<file path="src/dsm_pkg.sv">
package dsm_pkg;
  // drive state machine states
  typedef enum logic [3:0] {
    ST_NOT_READY,
    ST_SWITCH_ON_DISABLED,
    ST_READY,
    ST_SWITCHED_ON,
    ST_OP_ENABLED,
    ST_QUICK_STOP,
    ST_FAULT_REACTION,
    ST_FAULT
  } dsm_state_e;

  // command word bit positions
  localparam int unsigned CMD_SWITCH_ON   = 0;
  localparam int unsigned CMD_EN_VOLTAGE  = 1;
  localparam int unsigned CMD_QUICK_STOP  = 2;
  localparam int unsigned CMD_EN_OP       = 3;
  localparam int unsigned CMD_FAULT_RESET = 7;
  localparam int unsigned CMD_HALT        = 8;

  // status word bit positions
  localparam int unsigned STS_READY       = 0;
  localparam int unsigned STS_SWITCHED_ON = 1;
  localparam int unsigned STS_OP_ENABLED  = 2;
  localparam int unsigned STS_FAULT       = 3;
  localparam int unsigned STS_VOLTAGE     = 4;
  localparam int unsigned STS_QUICK_STOP  = 5;
  localparam int unsigned STS_SW_ON_DIS   = 6;
  localparam int unsigned STS_WARNING     = 7;
  localparam int unsigned STS_REMOTE      = 9;
  localparam int unsigned STS_TARGET      = 10;
  localparam int unsigned STS_INT_LIMIT   = 11;
  localparam int unsigned STS_MODE_LO     = 12;
  localparam int unsigned STS_MODE_ERR    = 13;
  localparam int unsigned STS_MFR_LO      = 14;

  // operating mode codes
  localparam logic [7:0] MODE_PROFILE_POS = 8'h01;
  localparam logic [7:0] MODE_PROFILE_VEL = 8'h03;
  localparam logic [7:0] MODE_PROFILE_TRQ = 8'h04;
  localparam logic [7:0] MODE_HOMING      = 8'h06;

  // reset values
  localparam logic [15:0] CMD_RESET  = 16'h0000;
  localparam logic [7:0]  MODE_RESET = 8'h00;

  // cyclic input image byte of the mode readback
  localparam int unsigned MODE_READBACK_BYTE = 2;

  // parameter indices of the mode objects
  localparam logic [15:0] MODE_SELECT_PARAM_INDEX   = 16'h0080;
  localparam logic [15:0] MODE_READBACK_PARAM_INDEX = 16'h029E;
endpackage : dsm_pkg

</file>
<file path="src/dsm_mode_reg.sv">
module dsm_mode_reg
  import dsm_pkg::*;
(
  input  wire logic       clk_in,
  input  wire logic       rst_in,
  input  wire logic       wr_in,
  input  wire logic [7:0] data_in,
  output logic      [7:0] sel_out,
  output logic      [7:0] active_out
);
  logic       known_w;
  assign known_w = (data_in == MODE_PROFILE_POS) || (data_in == MODE_PROFILE_VEL) ||
                   (data_in == MODE_PROFILE_TRQ) || (data_in == MODE_HOMING);

  always_ff @(posedge clk_in) begin
    if (rst_in) begin
      sel_out    <= MODE_RESET;
      active_out <= MODE_RESET;
    end else if (wr_in) begin
      sel_out <= data_in;
      if (known_w) begin
        active_out <= data_in;
      end
    end
  end
endmodule : dsm_mode_reg

</file>
<file path="src/dsm_ctrl.sv">
// Summary of operation
// - not ready 0, disabled bit6, ready bits0,5
// - switched-on, enabled, quick-stop status codes
// - fault reaction bits0-3, fault bit3 only
// - fault state keeps power stage off
// - quick stop halts, powered, refuses motion
// - motion only when operation enabled
// - bit4 bus voltage; gates disabled-to-ready
// - bit7 warning, no state change
// - bit9 set while fieldbus has control
// - bit10 target reached, bit11 internal limit
// - bit13 only for blocking error
// - command bits 0-3 steer main transitions
// - bit1 low disables; bit2 low quick stop
// - command changes act immediately
// - bit8 halt; bits4-6 mode specific
// - mode select 1,3,4,6
// - active mode readback, cyclic byte 2
// - command word in, status word out
module dsm_ctrl
  import dsm_pkg::*;
(
  input  wire logic        clk_in,
  input  wire logic        rst_in,
  input  wire logic        cmd_wr_in,
  input  wire logic [15:0] cmd_data_in,
  input  wire logic        mode_wr_in,
  input  wire logic [7:0]  mode_data_in,
  input  wire logic        init_done_in,
  input  wire logic        bus_voltage_ok_in,
  input  wire logic        warning_in,
  input  wire logic        fieldbus_remote_in,
  input  wire logic        target_reached_in,
  input  wire logic        internal_limit_in,
  input  wire logic        mode_bit12_in,
  input  wire logic        blocking_error_in,
  input  wire logic [1:0]  mfr_bits_in,
  input  wire logic        internal_fault_in,
  input  wire logic        standstill_in,
  output logic      [15:0] host_command_word_out,
  output logic      [15:0] drive_state_report_word_out,
  output logic      [7:0]  operating_mode_select_out,
  output logic      [7:0]  active_mode_readback_out,
  output logic             power_stage_on_out,
  output logic             motion_enable_out,
  output logic             ramp_to_zero_out,
  output logic             halt_out,
  output logic      [2:0]  mode_bits_out
);
  dsm_state_e  state_q;
  dsm_state_e  state_d;
  logic [15:0] cmd_q;
  logic        fr_prev_q;
  logic [15:0] cmd_w;
  logic        sw_on_w;
  logic        en_volt_w;
  logic        qs_n_w;
  logic        en_op_w;
  logic        fr_rise_w;
  logic        shutdown_w;
  logic        switch_on_w;
  logic        enable_op_w;
  logic        quick_stop_w;
  logic [15:0] status_d;
  logic        fr_bit_w;
  logic        nxt_op_en_w;
  logic        power_d_w;
  logic        ramp_d_w;
  logic        halt_d_w;
  logic [2:0]  mode_bits_d_w;

  // state bits 6:0 of the status word
  function automatic logic [6:0] state_code(input dsm_state_e st);
    logic [6:0] code;
    code = 7'h00;
    unique case (st)
      ST_NOT_READY:          code = 7'h00;
      ST_SWITCH_ON_DISABLED: code[STS_SW_ON_DIS] = 1'b1;
      ST_READY:              code = 7'h21;
      ST_SWITCHED_ON:        code = 7'h23;
      ST_OP_ENABLED:         code = 7'h27;
      ST_QUICK_STOP:         code = 7'h07;
      ST_FAULT_REACTION:     code = 7'h0F;
      ST_FAULT:              code = 7'h08;
      default:               code = 7'h00;
    endcase
    return code;
  endfunction : state_code

  // power stage energised while holding or braking the load
  function automatic logic powered(input dsm_state_e st);
    return (st == ST_OP_ENABLED) || (st == ST_QUICK_STOP) || (st == ST_FAULT_REACTION);
  endfunction : powered

  // controlled ramp toward standstill
  function automatic logic braking(input dsm_state_e st);
    return (st == ST_QUICK_STOP) || (st == ST_FAULT_REACTION);
  endfunction : braking

  // the new word takes effect in the same cycle it is written
  assign cmd_w        = cmd_wr_in ? cmd_data_in : cmd_q;
  assign sw_on_w      = cmd_w[CMD_SWITCH_ON];
  assign en_volt_w    = cmd_w[CMD_EN_VOLTAGE];
  assign qs_n_w       = cmd_w[CMD_QUICK_STOP];
  assign en_op_w      = cmd_w[CMD_EN_OP];
  assign fr_bit_w     = cmd_w[CMD_FAULT_RESET];
  assign fr_rise_w    = fr_bit_w & ~fr_prev_q;
  assign shutdown_w   = en_volt_w & qs_n_w & ~sw_on_w;
  assign switch_on_w  = en_volt_w & qs_n_w & sw_on_w & ~en_op_w;
  assign enable_op_w  = en_volt_w & qs_n_w & sw_on_w & en_op_w;
  assign quick_stop_w = en_volt_w & ~qs_n_w;

  // next-state decodes for the registered outputs
  assign nxt_op_en_w   = (state_d == ST_OP_ENABLED);
  assign power_d_w     = powered(state_d);
  assign ramp_d_w      = braking(state_d);
  assign halt_d_w      = cmd_w[CMD_HALT] & nxt_op_en_w;
  assign mode_bits_d_w = cmd_w[6:4];

  always_comb begin
    state_d = state_q;
    unique case (state_q)
      ST_NOT_READY: begin
        if (init_done_in) begin
          state_d = ST_SWITCH_ON_DISABLED;
        end
      end
      ST_SWITCH_ON_DISABLED: begin
        if (shutdown_w && bus_voltage_ok_in) begin
          state_d = ST_READY;
        end
      end
      ST_READY: begin
        if (internal_fault_in) begin
          state_d = ST_FAULT_REACTION;
        end else if (!en_volt_w || quick_stop_w) begin
          state_d = ST_SWITCH_ON_DISABLED;
        end else if (switch_on_w || enable_op_w) begin
          state_d = ST_SWITCHED_ON;
        end
      end
      ST_SWITCHED_ON: begin
        if (internal_fault_in) begin
          state_d = ST_FAULT_REACTION;
        end else if (!en_volt_w || quick_stop_w) begin
          state_d = ST_SWITCH_ON_DISABLED;
        end else if (shutdown_w) begin
          state_d = ST_READY;
        end else if (enable_op_w) begin
          state_d = ST_OP_ENABLED;
        end
      end
      ST_OP_ENABLED: begin
        if (internal_fault_in) begin
          state_d = ST_FAULT_REACTION;
        end else if (!en_volt_w) begin
          state_d = ST_SWITCH_ON_DISABLED;
        end else if (quick_stop_w) begin
          state_d = ST_QUICK_STOP;
        end else if (shutdown_w) begin
          state_d = ST_READY;
        end else if (switch_on_w) begin
          state_d = ST_SWITCHED_ON;
        end
      end
      ST_QUICK_STOP: begin
        if (internal_fault_in) begin
          state_d = ST_FAULT_REACTION;
        end else if (!en_volt_w) begin
          state_d = ST_SWITCH_ON_DISABLED;
        end else if (enable_op_w) begin
          state_d = ST_OP_ENABLED;
        end
      end
      ST_FAULT_REACTION: begin
        if (standstill_in) begin
          state_d = ST_FAULT;
        end
      end
      ST_FAULT: begin
        if (fr_rise_w) begin
          state_d = ST_SWITCH_ON_DISABLED;
        end
      end
      default: state_d = ST_NOT_READY;
    endcase
  end

  // status word; bit 8 reserved reads zero
  always_comb begin
    status_d = 16'h0000;
    status_d[6:0]           = state_code(state_d);
    status_d[STS_VOLTAGE]   = bus_voltage_ok_in;
    status_d[STS_WARNING]   = warning_in;
    status_d[STS_REMOTE]    = fieldbus_remote_in;
    status_d[STS_TARGET]    = target_reached_in;
    status_d[STS_INT_LIMIT] = internal_limit_in;
    status_d[STS_MODE_LO]   = mode_bit12_in;
    status_d[STS_MODE_ERR]  = blocking_error_in;
    status_d[15:STS_MFR_LO] = mfr_bits_in;
  end

  // state register
  always_ff @(posedge clk_in) begin
    if (rst_in) begin
      state_q <= ST_NOT_READY;
    end else begin
      state_q <= state_d;
    end
  end

  // command word as last written
  always_ff @(posedge clk_in) begin
    if (rst_in) begin
      cmd_q <= CMD_RESET;
    end else begin
      cmd_q <= cmd_w;
    end
  end

  // fault reset reference for edge detection
  always_ff @(posedge clk_in) begin
    if (rst_in) begin
      fr_prev_q <= 1'b0;
    end else begin
      fr_prev_q <= fr_bit_w;
    end
  end

  // status word
  always_ff @(posedge clk_in) begin
    if (rst_in) begin
      drive_state_report_word_out <= 16'h0000;
    end else begin
      drive_state_report_word_out <= status_d;
    end
  end

  // command word readback
  always_ff @(posedge clk_in) begin
    if (rst_in) begin
      host_command_word_out <= CMD_RESET;
    end else begin
      host_command_word_out <= cmd_w;
    end
  end

  // power stage drive
  always_ff @(posedge clk_in) begin
    if (rst_in) begin
      power_stage_on_out <= 1'b0;
    end else begin
      power_stage_on_out <= power_d_w;
    end
  end

  // motion permission
  always_ff @(posedge clk_in) begin
    if (rst_in) begin
      motion_enable_out <= 1'b0;
    end else begin
      motion_enable_out <= nxt_op_en_w;
    end
  end

  // ramp toward standstill
  always_ff @(posedge clk_in) begin
    if (rst_in) begin
      ramp_to_zero_out <= 1'b0;
    end else begin
      ramp_to_zero_out <= ramp_d_w;
    end
  end

  // halt request
  always_ff @(posedge clk_in) begin
    if (rst_in) begin
      halt_out <= 1'b0;
    end else begin
      halt_out <= halt_d_w;
    end
  end

  // mode-specific command bits
  always_ff @(posedge clk_in) begin
    if (rst_in) begin
      mode_bits_out <= 3'h0;
    end else begin
      mode_bits_out <= mode_bits_d_w;
    end
  end

  // mode selection and active mode readback
  dsm_mode_reg u_mode (
    .clk_in     (clk_in),
    .rst_in     (rst_in),
    .wr_in      (mode_wr_in),
    .data_in    (mode_data_in),
    .sel_out    (operating_mode_select_out),
    .active_out (active_mode_readback_out)
  );
endmodule : dsm_ctrl

</file>
<file path="config.mk">
export PLATFORM = sky130hd
export DESIGN_NAME = dsm_ctrl
export DESIGN_NICKNAME = d
export VERILOG_FILES = /design/src/dsm_pkg.sv /design/src/dsm_mode_reg.sv /design/src/dsm_ctrl.sv
export SDC_FILE = /design/constraint.sdc
export NUM_CORES = 1
export LEC_CHECK = 0
export ABC_AREA = 0
export BUFFER_PORTS_ARGS = -buffer_cell sky130_fd_sc_hd__clkbuf_2
export CAP_MARGIN = 20
export CORE_MARGIN = 1.5
export CORE_UTILIZATION = 35
export CTS_CLUSTER_SIZE = 16
export DETAILED_ROUTE_END_ITERATION = 7
export GPL_TIMING_DRIVEN = 1
export PLACE_DENSITY = 0.59
export REMOVE_ABC_BUFFERS = 1
export SLEW_MARGIN = 20
export SYNTH_ARGS = -nofsm -noshare
export SYNTH_HDL_FRONTEND = slang
export SYNTH_HIERARCHICAL = 1
export SYNTH_SLANG_ARGS = --single-unit
</file>
<file path="constraint.sdc">
create_clock -name clk_in -period 2.5 [get_ports clk_in]
set_clock_uncertainty 0.1 [all_clocks]
set_input_delay 0.25 -clock clk_in [delete_from_list [all_inputs] [get_ports clk_in]]
set_output_delay 0.25 -clock clk_in [all_outputs]
set_load 0.05 [all_outputs]
</file>
# After elaboration in Yosys (flattened, before gate mapping)
# Cells that the tools add are included.
# classes
n_div	0
addsub	0
reduce_logical	12
eq_ne	18
n_lt_le_gt_ge	0
bitwise_logic	12
multipliers	0
n_mux	22
shift	0
# ops
op	n
$mux W4	18
$pmux W6 S6	1
$eq A4 B3 Y1 const B	8
$pmux W4 S8	1
$eq A4 B2 Y1 const B	4
$eq A8 B3 Y1 const B	2
$mux W9	1
$and A1 B1 Y1	8
$eq A4 B1 Y1 const B	2
$eq A8 B1 Y1 const B	1
$eq A8 B2 Y1 const B	1
$logic_or A1 B1 Y1	8
$logic_not A4 Y1	1
$not A1 Y1	4
$reduce_and A2 Y1	1
$logic_and A1 B1 Y1	1
$logic_not A1 Y1	1
$mux W1	1
# word_totals
n_memories	0
romBits	0
reg_bits	60
ram_bits	0
out_inout_bits	55
latchBits	0
input_bits	40
word_cells	77

# Longest topological paths before layout
# Gate-level depths: netlist of the first run.
# depth
word_depth	13
mapped_depth	8
depth_no_buf	6

# Modules after synthesis
# The synthesis of the first run kept the hierarchy.
# modules_own_cells
mod	cells_per_inst	area_each_um2	seq_area_each_um2	n_inst
dsm_ctrl	182	1756.7	780.7	1
dsm_mode_reg	56	614.3	320.3	1

# Worst setup path before layout of the first run
# OpenSTA, ideal clock, no wires.
# synth_timing
path_type	flip-flop to flip-flop
start	register, netlist name host_command_word_out[0]
end	register drive_state_report_word_out[1]
setup_time_ns	0.068
setup_slack_ns	0.439
period_less_slack_ns	2.061
stages_incl_launch_ff	7
required_ns	2.332
t_arrival_ns	1.893
n_path_buf	0
path_cell_list	dfxtp_1 mux2_4 and3_1 a31oi_1 o31a_2 a2111o_1 o21ai_2
# synth_rtl
element	line_no	source
to (signal assigned)	dsm_ctrl.sv:235	drive_state_report_word_out <= status_d;
to (decl)	dsm_ctrl.sv:41	output logic [15:0] drive_state_report_word_out,

# Worst setup path after layout of the first run
# layout_timing
start	register state_q[1]
end	register ramp_to_zero_out
# layout_via
elab_chain_len	8
elab_cells_between_ends	30
classes_between	eq/ne: 9; mux: 19; reduce/logical: 2
# layout_rtl
element	line_no	source
from (decl)	dsm_ctrl.sv:50	dsm_state_e state_q;
from (signal assigned)	dsm_ctrl.sv:208	state_q <= state_d;
$mux W4	dsm_ctrl.sv:162	end else if (switch_on_w) begin
$mux W4	dsm_ctrl.sv:160	end else if (shutdown_w) begin
$mux W4	dsm_ctrl.sv:158	end else if (quick_stop_w) begin
$mux W4	dsm_ctrl.sv:156	end else if (!en_volt_w) begin
$mux W4	dsm_ctrl.sv:154	if (internal_fault_in) begin
$pmux W4 S8 (*)	dsm_ctrl.sv:122	unique case (state_q)
$eq A4 B3 Y1	dsm_ctrl.sv:97	return (st == ST_QUICK_STOP) || (st == ST_FAULT_REACTION);
$logic_or A1 B1 Y1 (*)	dsm_ctrl.sv:97	
to (signal assigned)	dsm_ctrl.sv:271	ramp_to_zero_out <= ramp_d_w;
to (decl)	dsm_ctrl.sv:46	output logic ramp_to_zero_out,
# Mark *: on every way between the ends. The rest lies on a longest branch, timed or not.
# A chain may end at the register's enable or synchronous reset.

==> results.json, run 1 <==
{
  "maxCapViolCount": 0,
  "ant_nets": 0,
  "fin_cells": 406,
  "startpoint_type": "flip-flop",
  "p_leak_uw": 0.001404,
  "start_util_pct": 36.71,
  "setup_tns_ns": 0,
  "combinationalPowerShare_pct": 17.7,
  "async_flop_share_pct": 0,
  "clk_latency_ns": 0.30,
  "synth_top_family_by_area": "simple AND/OR/NAND/NOR gates",
  "cts_root_buf": "clkbuf_8",
  "synthAdderAreaFrac_pct": 0,
  "layout-drive-gt1-share_pct": 37.08,
  "critPathMaxStageDelay_ns": 0.59,
  "grt_first_pass_wirelength_um": 8376,
  "place_hpwl_um": 3888,
  "cts_buffer_depth": 2,
  "crit_arrival_ns": 2.29,
  "dp_cells": 398,
  "yosys.area.top_type": "dfxtp_1",
  "worst_setup_path_end_kind": "flip-flop",
  "pwr-share-clk_pct": 30.1,
  "switching_share_pct": 29.40,
  "dieHeight_um": 85.31,
  "area_delta_synth_final_pct": 25.28,
  "yosys_warnings": 6,
  "numCtsBuffers": 5,
  "max-slew-margin-rel_pct": 59.58,
  "synth_compound_area_share_pct": 13.14,
  "h-tree-depth": 2,
  "n_antenna_cell": 0,
  "cpLargestDelayFamily": "simple AND/OR/NAND/NOR gates",
  "fp-row-count": 29,
  "rsz0062_at_grt": "no",
  "netlist_instances": 238,
  "power_density_nw_per_um2": 600.4,
  "cts_num_sinks": 55,
  "routed_wl_um": 5189,
  "critPathRequiredTime_ns": 2.63,
  "internal_power_uw": 1259,
  "fmaxAchievable_ghz": 0.4641,
  "synth-simple-area-share_pct": 22.74,
  "holdCritPathClass": "in2reg",
  "final_util_pct": 45.99,
  "outcome": "complete, but fails checks",
  "worstMarginPinSlew_ns": 0.6063,
  "fin_nets": 368,
  "yosysUniqueCellTypes": 53,
  "dp_slack_ns": 0.3088,
  "antenna_found_initial": 0,
  "whs_ns": 0.04993,
  "seqCellArea_um2": 1101,
  "drv_slew": 0,
  "grt-ovfl-total": 0,
  "synth.cell_area_um2": 2371,
  "vias_per_cell": 4.899,
  "grt_max_degree": 32,
  "synth_top_cell_area_share_pct": 46.44,
  "cp_max_fo": 14,
  "ys_seq_elements": 55,
  "sequentialPowerShare_pct": 52.2,
  "ys_dominant_reg_cell": "dfxtp_1",
  "place.port_buffers": 93,
  "avgSynthCellArea_um2": 9.962,
  "min_period_ns": 2.155,
  "synth.most_common_cell": "dfxtp_1",
  "ctsHoldBuffers": 0,
  "grt_util_all_layers_pct": 14.36,
  "ys_top_cells_by_count": "dfxtp_1, nor2_1, mux2i_1",
  "post-route-period-util_pct": 86.18,
  "synth_xor_xnor_area_share_pct": 0.3694,
  "core_um2": 6459,
  "slowest_stage": "or4b_1",
  "first_iter_violations": 57,
  "clk_pin_slew_worst_paths_ns": 0.10,
  "crit_chain": "or4b_1 > nand3b_1 > o211ai_1 > a221oi_4 > or3_1 > a21oi_1",
  "first_global_vias": 1854,
  "drcViolationCount": 3,
  "detail_route.wl_per_cell_um": 12.78,
  "cts_tree": "yes",
  "violations": "design-rule violations",
  "cts_resized": 0,
  "multiInputGateArea_um2": 1144,
  "setup_viol": 0,
  "synth_mux_area_share_pct": 11.66,
  "via_count": 1989,
  "synth-edff-count": 0,
  "hold_viol": 0,
  "ir_drop_v": 0.0003618,
  "switchingPower_uw": 524.4,
  "dieArea_um2": 7277,
  "first_pass_iters": 6,
  "place_congestion": 0.8243,
  "synthTopCellsByArea": "dfxtp_1, mux2i_1, nor2_1",
  "path_buf_inv": 0,
  "post_cts_buffers": 0,
  "synth_seq_area_share_pct": 46.44,
  "num-fill-cells": 635,
  "pin_count": 95,
  "setup_slack_ns": 0.3455,
  "die_w_um": 85.31,
  "criticalPathCategory": "reg2reg"
}
-- placed cells by master, fill, tap and decap left out, drive strengths merged, types with 3 or more instances in the layout --
master / instances
inv: 4
and3: 3
and2: 5
nand2b: 7
o21ai: 8
o211ai: 5
nand3: 6
mux2i: 25
buf: 6
nand2: 3
nor2b: 16
nor2: 34
a21oi: 6
a31oi: 5
dfxtp: 55
clkbuf: 100
nor3b: 3
-- cell type report --
| class | count | area share [%] |
|---|---|---|
| clock buffer | 7 | 3.243 |
| clock inverter | 1 | 0.2527 |
| inverter | 4 | 0.5055 |
| multi-input combinational | 163 | 38.50 |
| sequential | 55 | 37.07 |
| tap | 77 | 3.243 |
| timing repair buffer | 99 | 17.19 |
-- path summary, 6_finish.rpt --
| path | slack, ns | start | cells past startpoint | endpoint |
|---|---|---|---|---|
| worst min register to register | 0.37 | u_mode/active_out[6] | 1 | u_mode/active_out[6] |
| worst max-delay path | 0.35 | state_q[1] | 6 | ramp_to_zero_out |
| worst min-delay path | 0.05 | mfr_bits_in[0] | 2 | drive_state_report_word_out[14] |
| worst max register to register | 0.35 | state_q[1] | 6 | ramp_to_zero_out |
-- through the flow --
stage	total power, µW	area, µm²
2_1_floorplan	1154	2260
3_3_place_gp	1266	2867
3_5_place_dp	1268	2867
4_1_cts	1807	2970
5_1_grt	1872	2970
6_report	1784	2970
-- per-layer routing --
metal	vias up	track usage [%]	share of wire, %
li1	1005	-	-
met1	922	17.80	46
met4	0	3.959	0.50
met2	58	23.23	46
met3	4	5.739	7.8
met5	-	0	0
-- kinds of logic (layout without fill, tap and decap cells) --
family | after synthesis | in the layout
compound gates | 40 | 40
xor+xnor | 1 | 1
buf+inv | 21 | 111
flops | 55 | 55
mux | 27 | 27
other cells | 1 | 2
simple gates | 93 | 93
-- power groups by stage --
stage | combinational (µW) | clock (µW) | sequential [µW]
after global routing | 336 | 600 | 936
after global placement | 316 | 0 | 951
after detailed placement | 317 | 0 | 952
after CTS | 317 | 558 | 932
after floorplan | 81.4 | 0 | 1070
final | 315 | 537 | 931
-- sequential cells by signal, indices dropped and copies added, names as in the netlist --
name and flops:
u_mode/active_out 8, host_command_word_out 16, motion_enable_out 1, power_stage_on_out 1, state_q 4, drive_state_report_word_out 15, u_mode/sel_out 8, ramp_to_zero_out 1
halt_out 1
Note: power is estimated with default switching activity, not from simulation.
==> run 2, diff against run 1 <==
--- a/config.mk
+++ b/config.mk
@@ -8,7 +8,6 @@
 export ABC_AREA = 0
 export BUFFER_PORTS_ARGS = -buffer_cell sky130_fd_sc_hd__clkbuf_2
 export CAP_MARGIN = 20
-export CORE_MARGIN = 1.5
 export CORE_UTILIZATION = 35
 export CTS_CLUSTER_SIZE = 16
 export DETAILED_ROUTE_END_ITERATION = 7
==> run 2 against run 1 <==
- the run still ends with design-rule violations left
- hold slack better by 0.0028 ns
- setup slack worse by 0.041 ns
- utilization is 0.52 points lower
- critical path depth shrank 2
- non-clock buffer count shrank 2
- largest power group unchanged
==> results.json, run 2 (synthesis results as in run 1) <==
{
  "rsz0062_at_grt": "no",
  "routed_wl_um": 5086,
  "cts_tree": "yes",
  "power.total_uw": 1718,
  "largest_reg_flops": 16,
  "layout-drive-gt1-share_pct": 36.39,
  "drcViolationCount": 6,
  "critPathRequiredTime_ns": 2.63,
  "whs_ns": 0.05274,
  "pin_count": 95,
  "start_util_pct": 36.71,
  "r2r_start": "state_q[2]",
  "grt_max_degree": 29,
  "p_leak_uw": 0.001384,
  "max-slew-margin-rel_pct": 61.71,
  "power_density_nw_per_um2": 584.9,
  "setup_tns_ns": 0,
  "worstMarginPinSlew_ns": 0.5743,
  "fin_area_um2": 2937,
  "dpl_cell_area_um2": 2851,
  "min-delay-start": "warning_in",
  "setup_viol": 0,
  "num-fill-cells": 652,
  "core_um2": 6459,
  "grt_util_all_layers_pct": 14.81,
  "first_iter_violations": 69,
  "first_global_vias": 1864,
  "detail_route.wl_per_cell_um": 12.59,
  "maxCapViolCount": 0,
  "n_antenna_cell": 0,
  "r2r.worst_path.cells": 4,
  "die_w_um": 84.31,
  "fp-row-count": 29,
  "outcome": "complete, but fails checks",
  "cts_resized": 0,
  "area_delta_synth_final_pct": 23.85,
  "h-tree-depth": 2,
  "final_cell_mix": "clkbuf_2, dfxtp_1, nor2_1, mux2i_1, nor2b_1",
  "cts_num_sinks": 55,
  "holdCritPathClass": "in2reg",
  "dp_cells": 396,
  "post_cts_buffers": 0,
  "criticalPathCategory": "reg2reg",
  "ant_nets": 0,
  "fmaxAchievable_ghz": 0.4554,
  "clk_pin_slew_worst_paths_ns": 0.10,
  "startpoint_type": "flip-flop",
  "cp_max_fo": 13,
  "crit_arrival_ns": 2.33,
  "fin_nets": 366,
  "final_common_cell": "clkbuf_2",
  "cts_buffer_depth": 2,
  "ctsHoldBuffers": 0,
  "place_congestion": 0.8159,
  "min_period_ns": 2.196,
  "numCtsBuffers": 5,
  "r2r_slack_ns": 0.30,
  "via_count": 1983,
  "first_pass_iters": 6,
  "clk_latency_ns": 0.30,
  "post-route-period-util_pct": 87.83,
  "reg2reg_to": "drive_state_report_word_out[1]",
  "antenna_found_initial": 0,
  "hold_viol": 0,
  "fin_cells": 404,
  "place.port_buffers": 93,
  "worst_setup_path_end_kind": "flip-flop",
  "violations": "design-rule violations",
  "hold_end": "drive_state_report_word_out[7]",
  "cts_root_buf": "clkbuf_8",
  "top_register": "host_command_word_out",
  "vias_per_cell": 4.908,
  "dieHeight_um": 84.31,
  "place_hpwl_um": 3858,
  "ir_drop_v": 0.0003078,
  "drv_slew": 0,
  "dieArea_um2": 7107,
  "grt-ovfl-total": 0,
  "grt_first_pass_wirelength_um": 8562,
  "top_regs": "host_command_word_out (16), drive_state_report_word_out (15)",
  "hold_depth": 2
}
-- run 2: layout make-up --
cell class	count	area, µm²	area share (%)
multi-input combinational	163	1144	38.94
sequential	55	1101	37.49
timing repair buffer	97	495.5	16.87
tap	77	96.34	3.281
clock buffer	6	72.57	2.471
inverter	4	15.01	0.5113
clock inverter	2	12.51	0.4261
-- run 2: report_power, final --
| group | total [µW] | internal [µW] | switching [µW] |
|---|---|---|---|
| clock | 472 | 197 | 276 |
| combinational | 312 | 95.6 | 217 |
| sequential | 933 | 910 | 23.1 |
-- run 2: layer usage --
layer	wire, µm	GRT usage (%)	up-vias	part of all wire, %
li1	-	-	1002	-
met1	2321	18.21	911	46
met2	2308	24.74	65	45
met3	417	5.211	5	8.2
met4	38	3.762	0	0.75
met5	0	0	-	0
-- run 2: critical path: stages (launching register included) --
cell and delay, ns:
dfxtp_1 0.57, or4b_1 0.49, o211ai_1 0.49, nand2b_1 0.30
o21ai_2 0.18
-- run 2: worst max path at each step --
| stage | endpoint | startpoint | cells past startpoint |
|---|---|---|---|
| after floorplan | drive_state_report_word_out[1] | host_command_word_out[0] | 6 |
| after global placement | drive_state_report_word_out[1] | cmd_wr_in | 8 |
| after detailed placement | drive_state_report_word_out[1] | cmd_wr_in | 8 |
| after CTS | drive_state_report_word_out[1] | state_q[2] | 4 |
| after global routing | ramp_to_zero_out | state_q[2] | 4 |
| final | drive_state_report_word_out[1] | state_q[2] | 4 |
-- run 2: per-stage QoR --
step	util [%]	setup slack (ns)
6_report	45.47	0.3043
5_1_grt	45.47	0.1057
4_1_cts	45.47	0.3002
3_5_place_dp	44.15	0.2733
3_3_place_gp	44.15	0.2993
2_1_floorplan	-	0.4290
==> run 3, diff against run 2 <==
--- a/config.mk
+++ b/config.mk
@@ -12,6 +12,7 @@
 export CTS_CLUSTER_SIZE = 16
 export DETAILED_ROUTE_END_ITERATION = 7
 export GPL_TIMING_DRIVEN = 1
+export HOLD_SLACK_MARGIN = 0.06
 export PLACE_DENSITY = 0.59
 export REMOVE_ABC_BUFFERS = 1
 export SLEW_MARGIN = 20
==> run 3 against run 2 <==
- the run still ends with design-rule violations left
- utilization grew 1.2 points
- wire length grew 2.2%
- via count grew 1.8%
- final cell count grew 2.0%
- final area grew 2.7%
- die area is the same
- clock power grew 1%
- total power grew 0.88%
- global-route usage grew 0.25 points
- count of clock-buffer cells in the layout is the same
- sequential share of layout area shrank 1.0 points
- critical path type unchanged
- largest cell class unchanged
==> results.json, run 3 (synthesis results as in run 1) <==
{
  "dieHeight_um": 84.31,
  "routed_wl_um": 5197,
  "fmaxAchievable_ghz": 0.4570,
  "cp_max_fo": 13,
  "r2r_slack_ns": 0.31,
  "startpoint_type": "flip-flop",
  "sequentialPowerShare_pct": 53.8,
  "worstMarginPinSlew_ns": 0.5794,
  "grtUsageMet2_pct": 25.63,
  "detail_route.wl_per_cell_um": 12.61,
  "combinationalPowerShare_pct": 18.6,
  "die_w_um": 84.31,
  "min_period_ns": 2.188,
  "post_cts_buffers": 0,
  "hold_depth": 3,
  "cts_tree": "yes",
  "top_usage_layer": "met2",
  "h-tree-depth": 2,
  "maxCapViolCount": 0,
  "criticalPathCategory": "reg2reg",
  "switching_share_pct": 30.16,
  "met1_usage_pct": 18.35,
  "max-slew-margin-rel_pct": 61.37,
  "pwr-share-clk_pct": 27.5,
  "setup_viol": 0,
  "layout-drive-gt1-share_pct": 35.52,
  "dieArea_um2": 7107,
  "r2r_start": "state_q[2]",
  "critPathRequiredTime_ns": 2.63,
  "drcViolationCount": 6,
  "final_util_pct": 46.71,
  "clk_pin_slew_worst_paths_ns": 0.10,
  "cts_buffer_depth": 2,
  "n_antenna_cell": 0,
  "antenna_found_initial": 0,
  "power_density_nw_per_um2": 574.4,
  "first_pass_iters": 6,
  "power.total_uw": 1733,
  "ir_drop_v": 0.0003176,
  "vias_per_cell": 4.898,
  "fp-row-count": 29,
  "top_regs": "host_command_word_out (16), drive_state_report_word_out (15)",
  "final_cell_mix": "clkbuf_2, dfxtp_1, nor2_1, mux2i_1, nor2b_1",
  "fin_nets": 374,
  "drv_slew": 0,
  "dp_slack_ns": 0.2733,
  "r2r.worst_path.cells": 4,
  "grt-ovfl-total": 0,
  "place_congestion": 0.8159,
  "pin_count": 95,
  "ant_nets": 0,
  "switchingPower_uw": 522.6,
  "setup_tns_ns": 0,
  "reg2reg_to": "drive_state_report_word_out[1]",
  "whs_ns": 0.08312,
  "core_um2": 6459,
  "first_iter_violations": 61,
  "violations": "design-rule violations",
  "worst_setup_path_end_kind": "flip-flop",
  "place_hpwl_um": 3858,
  "cts_num_sinks": 55,
  "met3_usage_pct": 5.015,
  "final_common_cell": "clkbuf_2",
  "internal_power_uw": 1210,
  "clk_latency_ns": 0.30,
  "p_leak_uw": 0.001418,
  "hold_viol": 0,
  "rsz0062_at_grt": "no",
  "via_count": 2018,
  "setup_slack_ns": 0.3120,
  "holdCritPathClass": "in2reg",
  "grt_max_degree": 29,
  "hold_end": "host_command_word_out[4]",
  "crit_arrival_ns": 2.32,
  "post-route-period-util_pct": 87.52,
  "grt_util_all_layers_pct": 15.06,
  "place.port_buffers": 93,
  "first_global_vias": 1921,
  "cts_root_buf": "clkbuf_8",
  "grt_first_pass_wirelength_um": 8735,
  "largest_reg_flops": 16,
  "start_util_pct": 36.71,
  "top_register": "host_command_word_out",
  "min-delay-start": "cmd_data_in[4]",
  "area_delta_synth_final_pct": 27.23,
  "numCtsBuffers": 5,
  "outcome": "complete, but fails checks"
}
[run 3: power by group through the flow]
stage               sequential [µW]  combinational, µW  clock (µW)
floorplan                      1070               81.4           0
global placement                952                314           0
detailed placement              953                315           0
CTS                             933                325         497
global route                    939                345         539
finish                          933                323         477
[run 3: worst max-delay path, stage by stage (launching register included)]
cell and delay (ns):
dfxtp_1 0.57, or4b_1 0.49, o211ai_1 0.49, nand2b_1 0.30
o21ai_2 0.18
[run 3: how the worst max path moves through the flow]
| stage | startpoint | to | slack, ns | depth (start not counted) |
|---|---|---|---|---|
| after floorplan | host_command_word_out[0] | drive_state_report_word_out[1] | 0.43 | 6 |
| after global placement | cmd_wr_in | drive_state_report_word_out[1] | 0.30 | 8 |
| after detailed placement | cmd_wr_in | drive_state_report_word_out[1] | 0.27 | 8 |
| after CTS | state_q[2] | drive_state_report_word_out[1] | 0.30 | 4 |
| after global routing | state_q[2] | ramp_to_zero_out | 0.11 | 4 |
| final | state_q[2] | drive_state_report_word_out[1] | 0.31 | 4 |
[run 3: per-stage QoR]
| stage | cells | instance area [µm²] |
|---|---|---|
| 6_report | 412 | 3017 |
| 3_3_place_gp | 396 | 2851 |
| 4_1_cts | 412 | 3017 |
| 2_1_floorplan | 222 | 2260 |
| 5_1_grt | 412 | 3017 |
| 3_5_place_dp | 396 | 2851 |
[run 3: layout make-up]
class / count / area [µm²]
clock buffers: 6 / 72.57
clock inverters: 2 / 12.51
fillers: 646 / 3442
inverters: 4 / 15.01
multi-input cells: 163 / 1144
flip-flops and latches: 55 / 1101
well taps: 77 / 96.34
repair buffers: 105 / 575.6
[run 3: layer usage]
| metal | routed length [µm] | up-vias |
|---|---|---|
| met3 | 374 | 5 |
| met4 | 38 | 0 |
| met1 | 2380 | 932 |
| met5 | 0 | - |
| li1 | - | 1018 |
| met2 | 2403 | 63 |
[run 3: what timing repair did]
item / CTS / global route
endpoints found under the hold margin: 8 / 0
gates resized for setup: 0 / 0
hold buffers: 8 / 0
